### config.mk
export PLATFORM = sky130hd
export DESIGN_NAME = usb_host_list_engine
export DESIGN_NICKNAME = d
export VERILOG_FILES = /design/src/usb_host_list_engine.v /design/src/desc_buffer.v
export VERILOG_INCLUDE_DIRS = /design/src
export SDC_FILE = /design/constraint.sdc
export NUM_CORES = 1
export LEC_CHECK = 0
export ABC_AREA = 0
export ABC_CLOCK_PERIOD_IN_PS = 4200
export BUFFER_PORTS_ARGS = -buffer_cell sky130_fd_sc_hd__buf_2
export CELL_PAD_IN_SITES_DETAIL_PLACEMENT = 2
export CELL_PAD_IN_SITES_GLOBAL_PLACEMENT = 2
export CORE_MARGIN = 2
export CORE_UTILIZATION = 37
export DETAILED_ROUTE_END_ITERATION = 7
export GPL_TIMING_DRIVEN = 0
export HOLD_SLACK_MARGIN = 0.15
export PLACE_DENSITY_LB_ADDON = 0.1
export SYNTH_ARGS = -nofsm -noshare
export SYNTH_HDL_FRONTEND = slang
export SYNTH_SLANG_ARGS = --single-unit
### constraint.sdc
create_clock -name clock_i -period 4.2 [get_ports clock_i]
set_clock_uncertainty 0.15 [all_clocks]
set_input_delay 0.21 -clock clock_i [delete_from_list [all_inputs] [get_ports clock_i]]
set_output_delay 0.21 -clock clock_i [all_outputs]
set_load 0.01 [all_outputs]
### src/usb_host_regs.vh
`ifndef USB_HOST_REGS_VH
`define USB_HOST_REGS_VH
// Descriptor dword offsets, in bytes
`define ED_CTRL_OFS      32'h0000_0000
`define ED_TAIL_OFS      32'h0000_0004
`define ED_HEAD_OFS      32'h0000_0008
`define ED_NEXT_OFS      32'h0000_000c
`define TD_CTRL_OFS      32'h0000_0000
`define TD_CBP_OFS       32'h0000_0004
`define TD_NEXT_OFS      32'h0000_0008
`define TD_BE_OFS        32'h0000_000c
// Shared communication area: done queue head slot
`define HCCA_DONE_OFS    32'h0000_0084
// Index of the last dword in each descriptor
`define ED_DWORDS        3'h3
`define TD_DWORDS        3'h3
// Field positions
`define ED_SKIP_BIT      14
`define ED_HALT_BIT      0
`define TD_DP_HI         20
`define TD_DP_LO         19
`define TD_DP_IN         2'h2
`define TD_CC_NOERROR    4'h0
// Alignment masks
`define DESC_ALIGN_MASK  32'h0000_000f
`define HCCA_ALIGN_MASK  32'h0000_00ff
`define WORD_ALIGN_MASK  32'h0000_0003
// Attach debounce time and its cycle count at 40 MHz
`define CLOCK_MHZ        40
`define ATTACH_DEBOUNCE_NS 2500
`define ATTACH_DEBOUNCE_CYCLES ((`ATTACH_DEBOUNCE_NS * `CLOCK_MHZ + 999) / 1000)
// Default number of downstream ports
`define ROOT_PORTS       2
`endif

### src/usb_host_list_engine.v
// Contract
// - Operational controls enter only through dedicated ports
// - Master reads fetch endpoint and transfer descriptors
// - Payload words move directly through master port
// - Write completion status, retire descriptor from queue
// - Abort or misalignment sets sticky unrecoverable error
// - Root hub port count is read-only output
// - Port logic detects attach without software polling
// - Transceiver lines driven only by root ports
// - Software enables over-current protection via controller
// - Register side and USB side clocking; here one clock_i serves both
// - Target for controls, master for shared area
// - Holds pointer to shared communication area
// - Endpoint four dwords, transfer four dwords
// - Walk transfer queue hanging from each endpoint
// - Control layout follows the open host interface
// - Supports low and full speed devices
`timescale 1ns/1ps
`default_nettype none
`include "usb_host_regs.vh"
module usb_host_list_engine #(
  parameter NUM_PORTS = `ROOT_PORTS,
  parameter DEB_CYCLES = `ATTACH_DEBOUNCE_CYCLES
) (
  input  wire                 clock_i,
  input  wire                 rst_b_i,
  input  wire                 list_enable_i,
  input  wire [31:0]          hcca_base_i,
  input  wire [31:0]          list_head_i,
  input  wire                 error_clear_i,
  output reg                  unrecoverable_error_o,
  output wire [7:0]           num_ports_o,
  output reg  [31:0]          done_head_o,
  output wire                 mem_req_o,
  output reg                  mem_we_o,
  output reg  [31:0]          mem_addr_o,
  output reg  [31:0]          mem_wdata_o,
  input  wire                 mem_ack_i,
  input  wire                 mem_err_i,
  input  wire [31:0]          mem_rdata_i,
  output reg  [31:0]          tx_data_o,
  output reg                  tx_valid_o,
  input  wire                 tx_ready_i,
  input  wire [31:0]          rx_data_i,
  input  wire                 rx_valid_i,
  output wire                 rx_ready_o,
  input  wire [2:0]           desc_rd_addr_i,
  output wire [31:0]          desc_rd_data_o,
  input  wire [NUM_PORTS-1:0] host_data_plus_line_i,
  input  wire [NUM_PORTS-1:0] host_data_minus_line_i,
  output wire [NUM_PORTS-1:0] host_data_plus_line_o,
  output wire [NUM_PORTS-1:0] host_data_minus_line_o,
  output wire [NUM_PORTS-1:0] host_data_line_oe_o,
  input  wire [NUM_PORTS-1:0] port_reset_i,
  input  wire [NUM_PORTS-1:0] port_power_en_i,
  input  wire                 overcurrent_protect_en_i,
  output wire [NUM_PORTS-1:0] port_power_o,
  output reg  [NUM_PORTS-1:0] port_connect_o,
  output reg  [NUM_PORTS-1:0] port_low_speed_o,
  output reg  [NUM_PORTS-1:0] port_connect_change_o
);
  // Walker states
  localparam S_IDLE   = 4'h0;
  localparam S_ED_RD  = 4'h1;
  localparam S_TD_RD  = 4'h2;
  localparam S_DATA   = 4'h3;
  localparam S_TD_WB0 = 4'h4;
  localparam S_TD_WB1 = 4'h5;
  localparam S_TD_WB2 = 4'h6;
  localparam S_ED_WB  = 4'h7;
  localparam S_HC_WB  = 4'h8;
  localparam S_HALT   = 4'h9;

  reg  [3:0]  state;       // Walker state
  reg  [2:0]  wcnt;        // Dword index inside a descriptor
  reg         busy;        // Access outstanding on master port
  reg  [31:0] ed_ptr;      // Current endpoint descriptor
  reg  [31:0] td_ptr;      // Current transfer descriptor
  reg  [31:0] ed_ctrl;     // Endpoint control dword
  reg  [31:0] ed_tail;     // Queue tail pointer
  reg  [31:0] ed_head;     // Queue head pointer with flags
  reg  [31:0] td_ctrl;     // Transfer control dword
  reg  [31:0] td_cbp;      // Current buffer pointer
  reg  [31:0] td_next;     // Next transfer in queue
  reg  [31:0] td_be;       // Buffer end, last byte
  reg  [31:0] cur_addr;    // Address the state wants
  reg  [31:0] cur_wdata;   // Write data the state wants
  reg         cur_we;      // Direction the state wants
  reg         cur_bad;     // Address violates alignment
  reg         cur_go;      // Access may start now
  wire        is_mem;      // State uses master port
  wire        dir_in;      // Transfer moves data into memory
  wire        done;        // Access completed without fault
  wire        fault;       // Abort or alignment fault

  assign num_ports_o = NUM_PORTS[7:0];
  assign is_mem = (state != S_IDLE) && (state != S_HALT);
  assign dir_in = (td_ctrl[`TD_DP_HI:`TD_DP_LO] == `TD_DP_IN);
  assign mem_req_o = busy;
  assign done = busy && mem_ack_i && !mem_err_i;
  assign fault = (busy && mem_err_i) || (is_mem && !busy && cur_go && cur_bad);
  // Incoming word is consumed on the cycle its write is acknowledged
  assign rx_ready_o = done && (state == S_DATA) && dir_in;

  // Address, data and alignment check for each walker state
  always @* begin
    cur_addr = 32'h0000_0000;
    cur_wdata = 32'h0000_0000;
    cur_we = 1'b0;
    cur_go = 1'b1;
    cur_bad = 1'b0;
    case (state)
      S_ED_RD: begin
        cur_addr = ed_ptr + {27'h0, wcnt, 2'h0};
        cur_bad = |(ed_ptr & `DESC_ALIGN_MASK);
      end
      S_TD_RD: begin
        cur_addr = td_ptr + {27'h0, wcnt, 2'h0};
        cur_bad = |(td_ptr & `DESC_ALIGN_MASK);
      end
      S_DATA: begin
        cur_addr = td_cbp;
        cur_we = dir_in;
        cur_wdata = rx_data_i;
        cur_bad = |(td_cbp & `WORD_ALIGN_MASK);
        // Stall until the serial side has room or a word
        cur_go = dir_in ? rx_valid_i : !tx_valid_o;
      end
      S_TD_WB0: begin
        cur_addr = td_ptr + `TD_CTRL_OFS;
        cur_wdata = {`TD_CC_NOERROR, td_ctrl[27:0]};
        cur_we = 1'b1;
      end
      S_TD_WB1: begin // Buffer fully consumed
        cur_addr = td_ptr + `TD_CBP_OFS;
        cur_we = 1'b1;
      end
      S_TD_WB2: begin // Link onto done queue
        cur_addr = td_ptr + `TD_NEXT_OFS;
        cur_wdata = done_head_o;
        cur_we = 1'b1;
      end
      S_ED_WB: begin // Retire: head moves to next transfer
        cur_addr = ed_ptr + `ED_HEAD_OFS;
        cur_wdata = {td_next[31:4], ed_head[3:0]};
        cur_we = 1'b1;
      end
      S_HC_WB: begin // Done head into shared area
        cur_addr = hcca_base_i + `HCCA_DONE_OFS;
        cur_wdata = td_ptr;
        cur_we = 1'b1;
        cur_bad = |(hcca_base_i & `HCCA_ALIGN_MASK);
      end
      default: begin
        cur_go = 1'b0;
      end
    endcase
  end

  // List walker and master port sequencing
  always @(posedge clock_i or negedge rst_b_i) begin
    if (!rst_b_i) begin
      state <= S_IDLE;
      wcnt <= 3'h0;
      busy <= 1'b0;
      mem_we_o <= 1'b0;
      mem_addr_o <= 32'h0000_0000;
      mem_wdata_o <= 32'h0000_0000;
      ed_ptr <= 32'h0000_0000;
      td_ptr <= 32'h0000_0000;
      ed_ctrl <= 32'h0000_0000;
      ed_tail <= 32'h0000_0000;
      ed_head <= 32'h0000_0000;
      td_ctrl <= 32'h0000_0000;
      td_cbp <= 32'h0000_0000;
      td_next <= 32'h0000_0000;
      td_be <= 32'h0000_0000;
      done_head_o <= 32'h0000_0000;
      unrecoverable_error_o <= 1'b0;
      tx_data_o <= 32'h0000_0000;
      tx_valid_o <= 1'b0;
    end else begin
      // Serial side drains outgoing word
      if (tx_valid_o && tx_ready_i) begin
        tx_valid_o <= 1'b0;
      end
      // Fault sets error; set wins over software clear
      if (fault) begin
        unrecoverable_error_o <= 1'b1;
      end else if (error_clear_i) begin
        unrecoverable_error_o <= 1'b0;
      end
      if (fault) begin
        busy <= 1'b0;
        state <= S_HALT;
      end else if (is_mem && !busy && cur_go) begin
        busy <= 1'b1;
        mem_addr_o <= cur_addr;
        mem_wdata_o <= cur_wdata;
        mem_we_o <= cur_we;
      end else if (done) begin
        busy <= 1'b0;
        case (state)
          S_ED_RD: begin
            wcnt <= wcnt + 3'h1;
            if (wcnt == 3'h0) begin
              ed_ctrl <= mem_rdata_i;
            end else if (wcnt == 3'h1) begin
              ed_tail <= mem_rdata_i;
            end else if (wcnt == 3'h2) begin
              ed_head <= mem_rdata_i;
            end else begin
              wcnt <= 3'h0;
              // Empty, skipped or halted endpoint moves on
              if (ed_ctrl[`ED_SKIP_BIT] || ed_head[`ED_HALT_BIT] ||
                  (ed_head[31:4] == ed_tail[31:4])) begin
                ed_ptr <= mem_rdata_i;
                state <= (mem_rdata_i == 32'h0000_0000) ? S_IDLE : S_ED_RD;
              end else begin
                td_next <= mem_rdata_i; // Parked next endpoint
                td_ptr <= {ed_head[31:4], 4'h0};
                state <= S_TD_RD;
              end
            end
          end
          S_TD_RD: begin
            wcnt <= wcnt + 3'h1;
            if (wcnt == 3'h0) begin
              td_ctrl <= mem_rdata_i;
            end else if (wcnt == 3'h1) begin
              td_cbp <= mem_rdata_i;
            end else if (wcnt == 3'h2) begin
              td_next <= mem_rdata_i;
            end else begin
              wcnt <= 3'h0;
              td_be <= mem_rdata_i;
              state <= (td_cbp == 32'h0000_0000) ? S_TD_WB0 : S_DATA;
            end
          end
          S_DATA: begin
            if (!dir_in) begin
              tx_data_o <= mem_rdata_i;
              tx_valid_o <= 1'b1;
            end
            td_cbp <= td_cbp + 32'h0000_0004;
            if (td_cbp[31:2] == td_be[31:2]) begin
              state <= S_TD_WB0;
            end
          end
          S_TD_WB0: state <= S_TD_WB1;
          S_TD_WB1: state <= S_TD_WB2;
          S_TD_WB2: state <= S_ED_WB;
          S_ED_WB:  state <= S_HC_WB;
          S_HC_WB: begin
            done_head_o <= td_ptr;
            // Revisit same endpoint for its next queued transfer
            state <= S_ED_RD;
          end
          default: state <= S_IDLE;
        endcase
      end else if (state == S_IDLE) begin
        if (list_enable_i && (list_head_i != 32'h0000_0000)) begin
          ed_ptr <= list_head_i;
          wcnt <= 3'h0;
          state <= S_ED_RD;
        end
      end else if (state == S_HALT) begin
        // Leave halt only once software has cleared the error
        if (!unrecoverable_error_o && !list_enable_i) begin
          state <= S_IDLE;
        end
      end
    end
  end

  // Raw copy of fetched descriptors for inspection
  desc_buffer #(
    .AW (3),
    .DW (32)
  ) u_desc_buffer (
    .clock_i   (clock_i),
    .wr_en_i   (done && ((state == S_ED_RD) || (state == S_TD_RD))),
    .wr_addr_i ({(state == S_TD_RD), wcnt[1:0]}),
    .wr_data_i (mem_rdata_i),
    .rd_addr_i (desc_rd_addr_i),
    .rd_data_o (desc_rd_data_o)
  );

  // Per-port line synchronisers, attach detect and drive
  genvar gi;
  generate
    for (gi = 0; gi < NUM_PORTS; gi = gi + 1) begin : g_port
      reg [1:0]  dp_sync;   // Two-stage sync of plus line into the one clock
      reg [1:0]  dm_sync;   // Two-stage sync of minus line
      reg [15:0] deb;       // Stable-line counter
      reg        line_prev; // Last sampled attach level
      wire       attached;  // Pull-up seen on either line
      assign attached = dp_sync[1] | dm_sync[1];
      // Reset signalling is SE0, driven only from the root port
      assign host_data_plus_line_o[gi] = 1'b0;
      assign host_data_minus_line_o[gi] = 1'b0;
      assign host_data_line_oe_o[gi] = port_reset_i[gi];
      // With protection on, an unrecoverable error cuts power to every port
      assign port_power_o[gi] = port_power_en_i[gi] &
        ~(overcurrent_protect_en_i & unrecoverable_error_o);
      always @(posedge clock_i or negedge rst_b_i) begin
        if (!rst_b_i) begin
          dp_sync <= 2'h0;
          dm_sync <= 2'h0;
          deb <= 16'h0000;
          line_prev <= 1'b0;
          port_connect_o[gi] <= 1'b0;
          port_low_speed_o[gi] <= 1'b0;
          port_connect_change_o[gi] <= 1'b0;
        end else begin
          dp_sync <= {dp_sync[0], host_data_plus_line_i[gi]};
          dm_sync <= {dm_sync[0], host_data_minus_line_i[gi]};
          line_prev <= attached;
          port_connect_change_o[gi] <= 1'b0;
          // Debounce: level must hold before status changes
          if (port_reset_i[gi] || (attached != line_prev) ||
              (attached == port_connect_o[gi])) begin
            deb <= 16'h0000;
          end else if (deb == DEB_CYCLES[15:0] - 16'h0001) begin
            deb <= 16'h0000;
            port_connect_o[gi] <= attached;
            port_low_speed_o[gi] <= dm_sync[1] & ~dp_sync[1];
            port_connect_change_o[gi] <= 1'b1;
          end else begin
            deb <= deb + 16'h0001;
          end
        end
      end
    end
  endgenerate
endmodule // usb_host_list_engine
`default_nettype wire

### src/desc_buffer.v
`timescale 1ns/1ps
`default_nettype none
// Holds the descriptor words most recently fetched; read data is registered
module desc_buffer #(
  parameter AW = 3,
  parameter DW = 32
) (
  input  wire          clock_i,
  input  wire          wr_en_i,
  input  wire [AW-1:0] wr_addr_i,
  input  wire [DW-1:0] wr_data_i,
  input  wire [AW-1:0] rd_addr_i,
  output reg  [DW-1:0] rd_data_o
);
  reg [DW-1:0] mem [0:(1<<AW)-1];  // Word storage, no reset needed

  // Write port and registered read port
  always @(posedge clock_i) begin
    if (wr_en_i) begin
      mem[wr_addr_i] <= wr_data_i;
    end
    rd_data_o <= mem[rd_addr_i];
  end
endmodule // desc_buffer
`default_nettype wire

==> run summary <==
FF+latch count, synth: 710
static leakage: 16.92 nW
most common cell in the netlist: dfrtp_1
Setup Buffers After CTS: 0
WHS: 170.8 ps
RSZ-0062 raised after global routing: no
hpwl dp: 99.29 mm
via count: 25691
Post-synth ARST share: 0.5944
routability-driven placement congestion ratio: 0.9083
Hold Path Class: primary input to flop
critical path's top delay family: compound AO/OA/AOI/OAI gates
# H-tree levels: 3
post-route cell area: 0.04027 mm^2
sequential area share after synthesis: 0.5831
Slew headroom: -0.0006597
critical-path maximum fanout: 10
status: complete, but fails checks
Synth top area share: 0.3260
Initial Utilization: 0.3734
Die Wd: 299.9 um
Worst Max-Slew Pin Slew: 1501 ps
Max clock buf depth: 3
FP Rows: 108
CTS clk-pin slew, worst paths: 60 ps
final setup TNS: 0 ps
# IOs: 335
utilization after layout: 0.4642
WP buf/inv: 1
Startpoint Class: flop
latest clock arrival within the worst-skew pair: 660 ps
Area contributors post-synth: dfrtp_1 33%, edfxtp_1 24%, mux2_2 11%
Initial DRT Pass Iterations: 7
Filler cells: 8670
Mapped Cells: 2584
Final Hold Viols: 0
die area: 0.08993 mm^2
WS Path Type: flop to flop
top_reg_cell synth: dfrtp_1
max-slew violations: 6
Die H: 299.9 um
Synth-to-Final Area Change: 24.32%
failing checks: max-capacitance violations, max-slew violations
Worst Path Required: 4570 ps
core area: 0.08675 mm^2
leading area contributor after synthesis: dfrtp_1
Post-Syn Area: 0.03239 mm^2
most frequent cells after synthesis: 422 x dfrtp_1, 312 x mux2_2, 256 x edfxtp_1
share of layout cells above drive strength 1: 0.2792
pwr/cell area: 519.2 mW/mm^2
vias in the first global route: 27851
residual DRC count: 0
syn_area_per_cell: 12.54 um^2
Antenna Violating Nets Remaining: 0
final wirelength: 140.5 mm
via density per instance: 5.852
Crit. End Element: flop
NumNets Final: 3335
gr usage total: 0.3110
largest net degree at the start of global routing: 115
CTS tree: yes
Max Cap Violations: 1
fmax: 0.2426 GHz
Crit path top cell by count: a21oi_1
peak per-stage delay on the critical path: 590 ps
# clock sinks: 710
Root Driver: clkbuf_16
Yosys cell types: 74
CTS Buf Count: 83
YS warnings: 0
first-pass GRT wire length: 202.3 mm
count of final setup violators: 0
slowest stage cell, crit path: a21boi_2
Post-synth EDFFs: 256
VDD IR-drop max: 0.0003018 V
total gr overflow: 0
Pwr Total: 20.91 mW
Placement Cell Area: 0.03595 mm^2
I/O Buffers: 315
CP Cell Sequence: nor4_2, o22ai_1, a21oi_1, o21ai_1, a21oi_1, a21boi_2, buf_2, mux2_2
initial antenna violation count: 14
Tmin final: 4121 ps
final worst path period share: 0.9813
WP data arrival: 4490 ps
DR iter-0 viols: 2352
WL/cell: 32.01 um
-- worst register-to-register path: stages (launching register included) --
cell and delay [ps]:
dfrtp_1 550, nor4_2 580, o22ai_1 170, a21oi_1 450
o21ai_1 410, a21oi_1 340, a21boi_2 590, buf_2 390
mux2_2 380
-- kinds of logic after synthesis --
logic type,Yosys count,synth area share
XOR/XNOR,149,0.04029
adder cells (fa/ha/maj),17,0.006798
multiplexers,381,0.1545
flip-flops,710,0.5831
AO/OA/AOI/OAI,418,0.08568
AND/OR/NAND/NOR,686,0.1005
buffers and inverters,221,0.02889
other,2,0.0002319
-- sequential cells by signal, summed over array words and instances, names as in the netlist, 28 cells and up --
register,cells
u_desc_buffer.mem,256
ed_head,32
ed_ptr,32
g_port.deb,32
mem_addr_o,32
mem_wdata_o,32
td_cbp,32
tx_data_o,32
u_desc_buffer.rd_data_o,32
td_be,30
done_head_o,28
ed_tail,28
td_ctrl,28
td_next,28
td_ptr,28
-- per-stage QoR --
step | std cells | worst slack, ps
after global routing | 4389 | 33.54
after global placement | 4068 | -6097
after floorplan | 2598 | 402.7
after CTS | 4389 | 2.772
final | 4390 | 78.70
after detailed placement | 4088 | -195.3
-- final cells by class --
class                   count  area, um^2  share of cell area
diodes                      1       2.502          0.00006214
plain buffers             193       844.6             0.02097
clock buffers             110        2298             0.05708
clock inverters            39       450.4             0.01119
inverters                  28       105.1            0.002610
multi-input cells        1667       12710              0.3156
flip-flops and latches    710       18890              0.4691
well taps                1155        1445             0.03589
repair buffers            487        3523             0.08750
-- power breakdown --
part | internal, mW | switching (mW) | leakage [nW] | total [mW]
registers | 7.85 | 0.711 | 8.23 | 8.56
logic | 1.75 | 3.26 | 7.36 | 5.01
clock network | 4.20 | 3.13 | 1.34 | 7.33
total | 13.8 | 7.10 | 16.9 | 20.9
-- placed cells by master, fill, tap and decap left out, types with 26 or more instances in the layout --
cell type,netlist,layout
inv_1,28,28
nand2_1,230,230
xor2_1,81,81
buf_1,26,27
buf_2,13,327
dfrtp_1,422,422
a22oi_1,33,33
nand4_1,43,43
dfxtp_1,32,32
a21oi_1,98,98
clkbuf_1,133,140
a22o_1,27,27
xnor2_1,68,68
nand3_1,68,68
nor4_1,51,50
o22ai_1,28,28
nor3_1,37,32
nor2_1,163,158
clkbuf_16,0,83
mux4_2,64,64
edfxtp_1,256,256
o21ai_0,79,79
and3_1,26,26
mux2_2,312,312
a31oi_1,46,46
dlygate4sd3_1,0,151
-- layer usage --
layer	up-vias	track usage	part of all wire
li1	10762	-	-
met1	13808	0.4252	0.43
met2	928	0.5164	0.48
met3	193	0.04299	0.056
met4	0	0.09095	0.029
met5	-	0	0
-- path summary, 6_finish.rpt --
kind,from,endpoint,slack [ps],cells past startpoint
setup / recovery,ed_ptr[3]$_DFFE_PN0P_,ed_ptr[20]$_DFFE_PN0P_,80,8
hold / removal,desc_rd_addr_i[1],u_desc_buffer.rd_data_o[2]$_DFF_P_,170,3
setup reg to reg,ed_ptr[3]$_DFFE_PN0P_,ed_ptr[20]$_DFFE_PN0P_,80,8
hold reg to reg,g_port[0].dm_sync[0]$_DFF_PN0_,g_port[0].dm_sync[1]$_DFF_PN0_,200,0
max in group asynchronous,rst_b_i,tx_data_o[8]$_DFFE_PN0P_,2560,5
min in group asynchronous,rst_b_i,td_ctrl[0]$_DFFE_PN0P_,600,4
-- timing repair --
| action | 4_1_cts | 5_1_grt |
|---|---|---|
| endpoints found under the hold margin | 790 | 0 |
| setup endpoints to repair | 3 | 69 |
| resized for setup | 2 | 9 |
| hold buffers | 152 | 0 |
No activity file was read; power rests on OpenSTA's default activity.
